### config.mk
export PLATFORM = sky130hd
export DESIGN_NAME = tmbt_top
export DESIGN_NICKNAME = d
export VERILOG_FILES = /design/src/common/tmbt_pkg.sv /design/src/verilog/tmbt_usdiv.sv /design/src/verilog/tmbt_keymem.sv /design/src/verilog/tmbt_top.sv
export VERILOG_INCLUDE_DIRS = /design/src /design/src/common
export SDC_FILE = /design/constraint.sdc
export NUM_CORES = 1
export LEC_CHECK = 0
export BUFFER_PORTS_ARGS = -buffer_cell sky130_fd_sc_hd__buf_2
export CORE_ASPECT_RATIO = 0.75
export CORE_UTILIZATION = 38
export DETAILED_ROUTE_END_ITERATION = 12
export GPL_TIMING_DRIVEN = 0
export SYNTH_ARGS = -nofsm -noshare
export SYNTH_HDL_FRONTEND = slang
export SYNTH_SLANG_ARGS = --single-unit
### constraint.sdc
create_clock -name clk -period 72.8 [get_ports clk]
set_input_delay 10.92 -clock clk [delete_from_list [all_inputs] [get_ports clk]]
set_output_delay 10.92 -clock clk [all_outputs]
set_load 0.05 [all_outputs]
### src/common/tmbt_map.svh
// Named constants for the touch matrix burst timing block: timing, map and reset values.
`ifndef TMBT_MAP_SVH
`define TMBT_MAP_SVH

// Clock rate and the derived microsecond divider.
`define TMBT_CLK_HZ 10000000
`define TMBT_HZ_PER_MHZ 1000000
`define TMBT_US_CYC (`TMBT_CLK_HZ / `TMBT_HZ_PER_MHZ)
`define TMBT_US_PER_MS 1000
// Clocks of a burst slot already spent when the divider restarts, so a slot is whole microseconds.
`define TMBT_US_LEAD 7'h03

// Burst timing figures in their own units.
`define TMBT_BLEN_MAX 7'h40
`define TMBT_BLEN_RST 7'h10
`define TMBT_GAP_MIN_US 4'h1
`define TMBT_GAP_MAX_US 4'hA
`define TMBT_GAP_RST_US 4'h1
`define TMBT_SPACE0_US 500
`define TMBT_SPACE1_MS 1
`define TMBT_SPACE2_MS 2
`define TMBT_CONV_MAX 16'hFFFF

// Startup and calibration figures.
`define TMBT_BOOT_MS 70
`define TMBT_FIRST_MS 2000
`define TMBT_CAL0_MS 100
`define TMBT_CAL1_MS 150
`define TMBT_CAL2_MS 300
`define TMBT_CAL_SCANS 4'h9
`define TMBT_CAL_TRIES 3'h5
`define TMBT_STRAP_CYC 3'h4
`define TMBT_LAST_KEY 4'hF

// Register byte addresses.
`define TMBT_A_CTRL 8'h00
`define TMBT_A_PULSE 8'h04
`define TMBT_A_STATUS 8'h08
`define TMBT_A_CALMASK 8'h0C
`define TMBT_A_ERRMASK 8'h10
`define TMBT_A_RESULT 8'h14
`define TMBT_A_BLEN_BASE 8'h40
`define TMBT_A_BLEN_MASK 8'hC0

// Field positions.
`define TMBT_CTRL_RST_BIT 0
`define TMBT_CTRL_SP_LSB 1
`define TMBT_CTRL_SP_MSB 2

// Bus answers.
`define TMBT_RESP_OKAY 2'h0
`define TMBT_RESP_SLVERR 2'h2

`endif

### src/common/tmbt_pkg.sv
// Types shared by the touch matrix burst timing block.
package tmbt_pkg;

  typedef enum {
    ST_STRAP, ST_BOOT, ST_SLOT, ST_PULSE, ST_GAP, ST_CONV, ST_WAIT
  } tmbt_state_t;

  typedef enum logic [1:0] {
    SP_500US = 2'h0,
    SP_1MS = 2'h1,
    SP_2MS = 2'h2
  } tmbt_spacing_t;

endpackage

### src/verilog/tmbt_usdiv.sv
// Microsecond enable divider with a synchronous restart.
`timescale 1ns/1ns
`include "tmbt_map.svh"

module tmbt_usdiv (
  // Clock and reset
  input wire logic clk,
  input wire logic rstn,
  // Restart and tick
  input wire logic clr,
  output logic tick
);

  logic [6:0] cnt;

  // Count clock cycles and pulse once per microsecond.
  always_ff @(posedge clk or negedge rstn) begin
    if (!rstn) begin
      cnt <= 7'h00;
      tick <= 1'b0;
    end else if (clr) begin
      cnt <= `TMBT_US_LEAD; // The restart comes late, so the first microsecond is shortened.
      tick <= 1'b0;
    end else if (cnt == 7'(`TMBT_US_CYC - 1)) begin
      cnt <= 7'h00;
      tick <= 1'b1;
    end else begin
      cnt <= cnt + 7'h01;
      tick <= 1'b0;
    end
  end

endmodule

### src/verilog/tmbt_keymem.sv
// Per-key burst length store with one write port and two registered read ports.
`timescale 1ns/1ns
`include "tmbt_map.svh"

module tmbt_keymem (
  // Clock and reset
  input wire logic clk,
  input wire logic rstn,
  // Write port
  input wire logic wen,
  input wire logic [3:0] waddr,
  input wire logic [6:0] wdata,
  // Read ports
  input wire logic [3:0] raddrA,
  output logic [6:0] rdataA,
  input wire logic [3:0] raddrB,
  output logic [6:0] rdataB
);

  logic [6:0] mem [16];

  // Store one length per key.
  always_ff @(posedge clk or negedge rstn) begin
    if (!rstn) begin
      for (int i = 0; i < 16; i++) begin
        mem[i] <= `TMBT_BLEN_RST;
      end
    end else if (wen) begin
      mem[waddr] <= wdata;
    end
  end

  // Registered read data.
  always_ff @(posedge clk or negedge rstn) begin
    if (!rstn) begin
      rdataA <= `TMBT_BLEN_RST;
      rdataB <= `TMBT_BLEN_RST;
    end else begin
      rdataA <= mem[raddrA];
      rdataB <= mem[raddrB];
    end
  end

endmodule

### src/verilog/tmbt_top.sv
// Burst acquisition timing, startup and calibration control for a 16-key touch matrix.
`timescale 1ns/1ns
`include "tmbt_map.svh"

module tmbt_top import tmbt_pkg::*; #(
  parameter int SPACE0_US = `TMBT_SPACE0_US,
  parameter int SPACE1_US = `TMBT_SPACE1_MS * `TMBT_US_PER_MS,
  parameter int SPACE2_US = `TMBT_SPACE2_MS * `TMBT_US_PER_MS,
  parameter int BOOT_US = `TMBT_BOOT_MS * `TMBT_US_PER_MS,
  parameter int FIRST_US = `TMBT_FIRST_MS * `TMBT_US_PER_MS,
  parameter int CAL0_US = `TMBT_CAL0_MS * `TMBT_US_PER_MS,
  parameter int CAL1_US = `TMBT_CAL1_MS * `TMBT_US_PER_MS,
  parameter int CAL2_US = `TMBT_CAL2_MS * `TMBT_US_PER_MS
) (
  // Clock and reset
  input wire logic clk,
  input wire logic rstn,
  // AXI4-Lite write channels
  input wire logic [7:0] awaddr,
  input wire logic awvalid,
  output logic awready,
  input wire logic [31:0] wdata,
  input wire logic [3:0] wstrb,
  input wire logic wvalid,
  output logic wready,
  output logic [1:0] bresp,
  output logic bvalid,
  input wire logic bready,
  // AXI4-Lite read channels
  input wire logic [7:0] araddr,
  input wire logic arvalid,
  output logic arready,
  output logic [31:0] rdata,
  output logic [1:0] rresp,
  output logic rvalid,
  input wire logic rready,
  // Matrix drive, conversion and strap pins
  output logic [3:0] xDrive,
  output logic [3:0] yGate,
  output logic [3:0] yClamp,
  output logic [3:0] rampEn,
  input wire logic rampCmp,
  input wire logic firstPowerUp,
  // Status levels
  output logic commReady,
  output logic calBusy,
  output logic keyError
);

  logic softRst;
  logic rstIntN;
  logic usTick;
  logic cmpS1, cmpS2, cmpS3, cmpLvl;
  logic strS1, strS2, strS3, strLvl;
  tmbt_state_t state;
  logic [2:0] strapCnt;
  logic [21:0] bootCnt, bootLimit;
  logic [3:0] key, keyRd;
  logic [6:0] blenRd, blenRdB, blen, pulseCnt;
  logic [6:0] gapCnt;
  logic [13:0] slotCnt, spaceUs;
  logic [15:0] convCnt, result;
  logic [3:0] resKey;
  logic convDone, convBad, bootDone, scanDone;
  tmbt_spacing_t spacing;
  logic [3:0] gapUs;
  logic [15:0] calibrating, keyErr, failSeen;
  logic [2:0] tries [16];
  logic [3:0] calScans;
  logic [21:0] calUs, calLimit;
  logic awHeld, wHeld, doWrite, rstCmdPend;
  logic [7:0] awAddrQ, arAddrQ;
  logic [31:0] wDataQ;
  logic [3:0] wStrbQ;
  logic [1:0] arPhase;
  logic next_awHeld, next_wHeld, next_bvalid, next_rvalid;
  logic [1:0] next_arPhase;
  logic [31:0] rdMux;
  logic rdMapped, wrMapped, blenWr;
  logic [6:0] blenVal;

  // The reset command drops the internal reset for one cycle, as the pin does.
  assign rstIntN = rstn & ~softRst;

  // Microsecond enable; restarted at each burst so the slot is cycle exact.
  tmbt_usdiv u_div (
    .clk(clk),
    .rstn(rstIntN),
    .clr(state == ST_SLOT),
    .tick(usTick)
  );

  // While waiting the length of the next key is read, as read data arrive a clock late.
  assign keyRd = (state == ST_WAIT) ? key + 4'h1 : key;

  // Per-key burst length store.
  tmbt_keymem u_mem (
    .clk(clk),
    .rstn(rstIntN),
    .wen(blenWr),
    .waddr(awAddrQ[5:2]),
    .wdata(blenVal),
    .raddrA(keyRd),
    .rdataA(blenRd),
    .raddrB(arAddrQ[5:2]),
    .rdataB(blenRdB)
  );

  // Comparator pin synchroniser; a change counts when stages two and three agree.
  always_ff @(posedge clk or negedge rstIntN) begin
    if (!rstIntN) begin
      {cmpS1, cmpS2, cmpS3, cmpLvl} <= 4'h0;
    end else begin
      cmpS1 <= rampCmp;
      cmpS2 <= cmpS1;
      cmpS3 <= cmpS2;
      if (cmpS2 == cmpS3) begin
        cmpLvl <= cmpS3;
      end
    end
  end

  // First power-up strap synchroniser, read only after the release.
  always_ff @(posedge clk or negedge rstIntN) begin
    if (!rstIntN) begin
      {strS1, strS2, strS3, strLvl} <= 4'h0;
    end else begin
      strS1 <= firstPowerUp;
      strS2 <= strS1;
      strS3 <= strS2;
      if (strS2 == strS3) begin
        strLvl <= strS3;
      end
    end
  end

  // Burst spacing and calibration time for the current setting.
  always_comb begin
    unique case (spacing)
      SP_500US: begin
        spaceUs = 14'(SPACE0_US);
        calLimit = 22'(CAL0_US);
      end
      SP_1MS: begin
        spaceUs = 14'(SPACE1_US);
        calLimit = 22'(CAL1_US);
      end
      default: begin
        spaceUs = 14'(SPACE2_US);
        calLimit = 22'(CAL2_US);
      end
    endcase
  end

  // Startup wait and the key burst sequencer.
  always_ff @(posedge clk or negedge rstIntN) begin
    if (!rstIntN) begin
      state <= ST_STRAP;
      strapCnt <= 3'h0;
      bootCnt <= 22'h0;
      bootLimit <= 22'h0;
      commReady <= 1'b0;
      bootDone <= 1'b0;
      key <= 4'h0;
      blen <= 7'h0;
      pulseCnt <= 7'h0;
      gapCnt <= 7'h0;
      slotCnt <= 14'h0;
      convCnt <= 16'h0;
      result <= 16'h0;
      resKey <= 4'h0;
      convDone <= 1'b0;
      convBad <= 1'b0;
      scanDone <= 1'b0;
      xDrive <= 4'h0;
      yGate <= 4'h0;
      yClamp <= 4'hF;
      rampEn <= 4'h0;
    end else begin
      bootDone <= 1'b0;
      convDone <= 1'b0;
      scanDone <= 1'b0;
      if (usTick) begin
        slotCnt <= slotCnt + 14'h1;
      end
      unique case (state)
        ST_STRAP: begin
          strapCnt <= strapCnt + 3'h1;
          if (strapCnt == `TMBT_STRAP_CYC) begin
            bootLimit <= strLvl ? 22'(FIRST_US) : 22'(BOOT_US);
            state <= ST_BOOT;
          end
        end
        ST_BOOT: begin
          if (usTick) begin
            bootCnt <= bootCnt + 22'h1;
          end
          if (bootCnt == bootLimit) begin
            commReady <= 1'b1;
            bootDone <= 1'b1;
            key <= 4'h0;
            state <= ST_SLOT;
          end
        end
        ST_SLOT: begin
          slotCnt <= 14'h0;
          pulseCnt <= 7'h0;
          blen <= (blenRd > `TMBT_BLEN_MAX) ? `TMBT_BLEN_MAX : blenRd;
          if (blenRd == 7'h0) begin
            state <= ST_WAIT;
          end else begin
            xDrive <= 4'h1 << key[1:0];
            yGate <= 4'h1 << key[3:2];
            yClamp <= ~(4'h1 << key[3:2]);
            state <= ST_PULSE;
          end
        end
        ST_PULSE: begin
          // X falls after one clock; the gate drops and all Y lines are clamped on the same edge.
          xDrive <= 4'h0;
          yGate <= 4'h0;
          yClamp <= 4'hF;
          pulseCnt <= pulseCnt + 7'h1;
          gapCnt <= 7'h1;
          if (pulseCnt + 7'h1 == blen) begin
            convCnt <= 16'h0;
            rampEn <= 4'h1 << key[3:2];
            state <= ST_CONV;
          end else begin
            state <= ST_GAP;
          end
        end
        ST_GAP: begin
          gapCnt <= gapCnt + 7'h1;
          if (gapCnt == 7'(gapUs * `TMBT_US_CYC) - 7'h1) begin
            xDrive <= 4'h1 << key[1:0];
            yGate <= 4'h1 << key[3:2];
            yClamp <= ~(4'h1 << key[3:2]);
            state <= ST_PULSE;
          end
        end
        ST_CONV: begin
          convCnt <= convCnt + 16'h1;
          if (cmpLvl || convCnt == `TMBT_CONV_MAX) begin
            rampEn <= 4'h0;
            result <= convCnt;
            resKey <= key;
            convBad <= (convCnt == `TMBT_CONV_MAX) || (convCnt == 16'h0);
            convDone <= 1'b1;
            state <= ST_WAIT;
          end
        end
        ST_WAIT: begin
          if (slotCnt >= spaceUs) begin
            key <= key + 4'h1;
            scanDone <= (key == `TMBT_LAST_KEY);
            state <= ST_SLOT;
          end
        end
      endcase
    end
  end

  // Calibration cycles, retries and key error flags.
  always_ff @(posedge clk or negedge rstIntN) begin
    if (!rstIntN) begin
      calibrating <= 16'h0;
      keyErr <= 16'h0;
      failSeen <= 16'h0;
      calScans <= 4'h0;
      calUs <= 22'h0;
      for (int i = 0; i < 16; i++) begin
        tries[i] <= 3'h0;
      end
    end else if (bootDone) begin
      calibrating <= 16'hFFFF;
    end else if (|calibrating) begin
      if (usTick && calUs < calLimit) begin
        calUs <= calUs + 22'h1;
      end
      if (scanDone && calScans < `TMBT_CAL_SCANS) begin
        calScans <= calScans + 4'h1;
      end
      if (calUs >= calLimit && calScans >= `TMBT_CAL_SCANS) begin
        calUs <= 22'h0;
        calScans <= 4'h0;
        failSeen <= 16'h0;
        for (int i = 0; i < 16; i++) begin
          if (calibrating[i] && failSeen[i]) begin
            tries[i] <= tries[i] + 3'h1;
            if (tries[i] + 3'h1 == `TMBT_CAL_TRIES) begin
              keyErr[i] <= 1'b1;
              calibrating[i] <= 1'b0;
            end
          end else begin
            calibrating[i] <= 1'b0;
          end
        end
      end
      // A failure in the closing cycle wins over the clear and is kept.
      if (convDone && convBad && calibrating[resKey]) begin
        failSeen[resKey] <= 1'b1;
      end
    end
  end

  // Status levels on the pins.
  always_ff @(posedge clk or negedge rstIntN) begin
    if (!rstIntN) begin
      calBusy <= 1'b0;
      keyError <= 1'b0;
    end else begin
      calBusy <= |calibrating;
      keyError <= |keyErr;
    end
  end

  // Write address decode and the value written to a key length.
  assign blenWr = doWrite && wStrbQ[0] && ((awAddrQ & `TMBT_A_BLEN_MASK) == `TMBT_A_BLEN_BASE);
  assign blenVal = (wDataQ[6:0] > `TMBT_BLEN_MAX) ? `TMBT_BLEN_MAX : wDataQ[6:0];
  assign wrMapped = ((awAddrQ & `TMBT_A_BLEN_MASK) == `TMBT_A_BLEN_BASE) ||
      (awAddrQ == `TMBT_A_CTRL) || (awAddrQ == `TMBT_A_PULSE);
  assign doWrite = awHeld && wHeld && !bvalid;

  // Next values of the bus handshake state.
  always_comb begin
    next_awHeld = (awvalid && awready) ? 1'b1 : (doWrite ? 1'b0 : awHeld);
    next_wHeld = (wvalid && wready) ? 1'b1 : (doWrite ? 1'b0 : wHeld);
    next_bvalid = doWrite ? 1'b1 : ((bvalid && bready) ? 1'b0 : bvalid);
    next_arPhase = (arvalid && arready) ? 2'h1 : ((arPhase == 2'h0) ? 2'h0 : arPhase + 2'h1);
    if (arPhase == 2'h2) begin
      next_arPhase = 2'h0;
    end
    next_rvalid = (arPhase == 2'h2) ? 1'b1 : ((rvalid && rready) ? 1'b0 : rvalid);
  end

  // Write channels; nothing is taken before the startup wait ends.
  always_ff @(posedge clk or negedge rstIntN) begin
    if (!rstIntN) begin
      awHeld <= 1'b0;
      wHeld <= 1'b0;
      awAddrQ <= 8'h00;
      wDataQ <= 32'h0;
      wStrbQ <= 4'h0;
      awready <= 1'b0;
      wready <= 1'b0;
      bvalid <= 1'b0;
      bresp <= `TMBT_RESP_OKAY;
    end else begin
      awHeld <= next_awHeld;
      wHeld <= next_wHeld;
      bvalid <= next_bvalid;
      awready <= commReady && !next_awHeld && !next_bvalid;
      wready <= commReady && !next_wHeld && !next_bvalid;
      if (awvalid && awready) begin
        awAddrQ <= awaddr;
      end
      if (wvalid && wready) begin
        wDataQ <= wdata;
        wStrbQ <= wstrb;
      end
      if (doWrite) begin
        bresp <= wrMapped ? `TMBT_RESP_OKAY : `TMBT_RESP_SLVERR;
      end
    end
  end

  // Software settings and the reset command.
  always_ff @(posedge clk or negedge rstIntN) begin
    if (!rstIntN) begin
      spacing <= SP_500US;
      gapUs <= `TMBT_GAP_RST_US;
      rstCmdPend <= 1'b0;
    end else if (doWrite && wStrbQ[0]) begin
      if (awAddrQ == `TMBT_A_CTRL) begin
        rstCmdPend <= wDataQ[`TMBT_CTRL_RST_BIT];
        if (wDataQ[`TMBT_CTRL_SP_MSB:`TMBT_CTRL_SP_LSB] != 2'h3) begin
          spacing <= tmbt_spacing_t'(wDataQ[`TMBT_CTRL_SP_MSB:`TMBT_CTRL_SP_LSB]);
        end
      end
      if (awAddrQ == `TMBT_A_PULSE) begin
        gapUs <= (wDataQ[3:0] < `TMBT_GAP_MIN_US) ? `TMBT_GAP_MIN_US :
            ((wDataQ[3:0] > `TMBT_GAP_MAX_US) ? `TMBT_GAP_MAX_US : wDataQ[3:0]);
      end
    end
  end

  // The reset command fires once its write answer has been taken.
  always_ff @(posedge clk or negedge rstn) begin
    if (!rstn) begin
      softRst <= 1'b0;
    end else begin
      softRst <= rstCmdPend && bvalid && bready && !softRst;
    end
  end

  // Read data selection.
  always_comb begin
    rdMapped = 1'b1;
    rdMux = 32'h0;
    if ((arAddrQ & `TMBT_A_BLEN_MASK) == `TMBT_A_BLEN_BASE) begin
      rdMux = {25'h0, blenRdB};
    end else begin
      unique case (arAddrQ)
        `TMBT_A_CTRL: rdMux = {29'h0, spacing, 1'b0};
        `TMBT_A_PULSE: rdMux = {28'h0, gapUs};
        `TMBT_A_STATUS: rdMux = {29'h0, |keyErr, |calibrating, commReady};
        `TMBT_A_CALMASK: rdMux = {16'h0, calibrating};
        `TMBT_A_ERRMASK: rdMux = {16'h0, keyErr};
        `TMBT_A_RESULT: rdMux = {12'h0, resKey, result};
        default: rdMapped = 1'b0;
      endcase
    end
  end

  // Read channels; the answer comes two edges after the address is taken.
  always_ff @(posedge clk or negedge rstIntN) begin
    if (!rstIntN) begin
      arPhase <= 2'h0;
      arAddrQ <= 8'h00;
      arready <= 1'b0;
      rvalid <= 1'b0;
      rdata <= 32'h0;
      rresp <= `TMBT_RESP_OKAY;
    end else begin
      arPhase <= next_arPhase;
      rvalid <= next_rvalid;
      arready <= commReady && next_arPhase == 2'h0 && !next_rvalid;
      if (arvalid && arready) begin
        arAddrQ <= araddr;
      end
      if (arPhase == 2'h2) begin
        rdata <= rdMux;
        rresp <= rdMapped ? `TMBT_RESP_OKAY : `TMBT_RESP_SLVERR;
      end
    end
  end

endmodule

==> results.json <==
{
  "status": "finished, final reports clean",
  "reg2reg_from": "state[0]",
  "cts.sinks": 455,
  "num_rows": 77,
  "ff2ff_setup_slack_ns": 68.88,
  "fill_cells": 5534,
  "postCtsSetupRepairBufs": 0,
  "hold_violations": 0,
  "initial_utilization": 0.3851,
  "nNetsFinal": 2438,
  "cp-end-kind": "output port",
  "worstSetupPathType": "reg -> out",
  "synth_seq_cells": 455,
  "post-route-util": 0.4425,
  "dp_hpwl_mm": 43.44,
  "grt_max_degree": 36,
  "die-area_sq_um": 60740,
  "maxCapViolations": 0,
  "finClkSkew_ns": 0.03365,
  "die_x_microns": 284.3,
  "insertion_delay_ns": 0.62,
  "yosysTopAreaCellShare": 0.4761,
  "start_kind": "flip-flop",
  "syn_area_sq_um": 22700,
  "period_share": 0.1723,
  "cts-resized-gates": 0,
  "power_leakage_uw": 0.01173,
  "synth.area.top_cells": "dfrtp_1 48%, mux4_2 5.4%, nand2_1 5.2%",
  "cpPeakStageDelay_ns": 0.66,
  "port_buffers": 78,
  "cp_slowest_cell": "dfrtp_1",
  "core_sq_um": 58960,
  "firstDrtPassIters": 5,
  "track_usage": 0.1976,
  "ioPinCount": 121,
  "ys_types": 81,
  "synth_most_common_cell": "dfrtp_1",
  "netlist_instances": 2148,
  "final_antenna_net_count": 0,
  "area_growth_pct": 14.91,
  "worstPathArrival_ns": 1.62,
  "critical_path.top_delay_family": "flip-flops",
  "cts_tree": "done",
  "worst_ep_required_time_ns": 61.88,
  "synth_edf_count": 0,
  "max_freq_mhz": 79.74,
  "gp_congestion": 0.8942,
  "drc_errors": 0,
  "cp_max_fo": 5,
  "ctsLongestPathBuffers": 3,
  "use_met2": 0.3031,
  "cts_root_buf": "clkbuf_16",
  "grtUsageMet3": 0.03149,
  "setup_tns_ns": 0,
  "worst_pin_slew_ns": 1.217,
  "powerDensity_nw_per_um2": 30.65,
  "peakVddDrop_mv": 0.01853,
  "grt.overflow.total": 0,
  "grt_pass1_vias": 16940,
  "synth-async-reset-ratio": 1.000,
  "vias_per_cell": 5.447,
  "worstPathCellList": "buf_2",
  "avgSynthCellArea_sq_um": 10.57,
  "grt-busiest-layer": "met2",
  "drive_gt1_frac": 0.1610,
  "rsz0062_at_grt": "false",
  "hold_path_class": "reg -> async",
  "wl_per_cell_microns": 18.77,
  "critPathLaunch": "commReady",
  "synth-main-ff-cell": "dfrtp_1",
  "cts_buffers": 47,
  "finalCriticalPeriod_ns": 12.54,
  "slew-limit-headroom": 0.1822,
  "drv_slew": 0,
  "antenna_found_initial": 3,
  "drtIter0Drc": 1527,
  "crit_buf_inv": 1,
  "hold_buffers": 0,
  "via_count": 17070,
  "met1_usage": 0.2891,
  "cts_max_level": 2,
  "synth.largest_area_cell": "dfrtp_1",
  "setup_violations": 0,
  "synth_seq_area_share": 0.5028,
  "grt_pass1_wl_mm": 95.26,
  "wirelength_mm": 58.82,
  "die_height_microns": 213.7,
  "synthTopCellsByCount": "432 x dfrtp_1, 313 x nand2_1, 126 x o21ai_0",
  "yosys_warnings": 0,
  "path_clk_slew_ns": 0.07
}
[cells in the final DEF (no fill, tap or decap), types with 24 or more instances in the layout]
| cell type | n |
|---|---|
| inv_1 | 91 |
| xor2_1 | 43 |
| and3_1 | 34 |
| mux2_2 | 81 |
| clkbuf_1 | 84 |
| nand3_1 | 95 |
| clkbuf_16 | 48 |
| o21ai_0 | 126 |
| nand2b_1 | 24 |
| a31oi_1 | 25 |
| nor2_1 | 112 |
| mux4_2 | 54 |
| nand2_1 | 313 |
| buf_2 | 98 |
| nand4_1 | 34 |
| dfrtp_1 | 432 |
| nor3_1 | 28 |
| xnor2_1 | 66 |
| a21oi_1 | 67 |
| ha_1 | 71 |
[power by group]
| group | switching (uW) | leakage, uW | internal, uW |
|---|---|---|---|
| clock | 106 | 0.000776 | 141 |
| combinational | 152 | 0.00490 | 77.1 |
| sequential | 35.0 | 0.00606 | 289 |
| total | 292 | 0.0117 | 507 |
[metal layers]
metal | vias to the layer above | share of wire
li1 | 7911 | -
met5 | - | 0.00017
met2 | 531 | 0.45
met3 | 110 | 0.063
met1 | 8511 | 0.47
met4 | 2 | 0.022
[cells by family (layout without fill, tap and decap cells)]
kind of cell,Yosys count,in the layout,synth area share
simple gates,758,758,0.1607
flops,455,455,0.5028
compound gates,358,358,0.1010
buf+inv,217,398,0.03968
mux,175,175,0.1123
xor+xnor,109,109,0.04205
fa+ha+maj,75,75,0.04139
other cells,1,15,0.0001652
[metrics by stage]
| step | worst slack, ns | power (uW) | instances | cell area (sq um) | hold WS (ns) |
|---|---|---|---|---|---|
| after floorplan | 33.56 | 482.9 | 2161 | 22750 | 0.3312 |
| after global placement | 21.95 | 548.2 | 3029 | 24130 | 0.3523 |
| after detailed placement | 60.08 | 556.8 | 3046 | 24510 | 0.3355 |
| after CTS | 60.20 | 807.1 | 3132 | 26090 | 0.3642 |
| after global routing | 60.20 | 845.0 | 3132 | 26090 | 0.3779 |
| final | 60.26 | 799.7 | 3133 | 26090 | 0.3539 |
[worst paths after layout]
| check | end | cells past startpoint |
|---|---|---|
| max reg2reg | u_mem.rdataA[2] | 11 |
| max | commReady | 1 |
| max in group asynchronous | tries[5] | 8 |
| min in group clk | cmpS2 | 0 |
| min | u_mem.mem[7] | 1 |
| min reg2reg | u_mem.mem[7] | 1 |
[registers in the layout (all words and copies together), names as in the netlist, 8 cells and up]
signal and count:
keyErr 16, result 16, rdata 20, failSeen 16, bootCnt 22, calibrating 16, convCnt 16, tries 48
calUs 22, slotCnt 14, awAddrQ 8, arAddrQ 8, u_mem.mem 112
[area by class of cell]
type | instances | area, sq um | area share
clock inverters | 20 | 227.7 | 0.008729
multi-input cells | 1489 | 10450 | 0.4004
plain buffers | 126 | 559.3 | 0.02144
diodes | 1 | 2.502 | 0.00009592
flip-flops and latches | 455 | 11410 | 0.4375
clock buffers | 66 | 1349 | 0.05170
repair buffers | 95 | 760.7 | 0.02916
inverters | 91 | 341.6 | 0.01309
well taps | 790 | 988.4 | 0.03789
(Power assumes the default switching activity.)
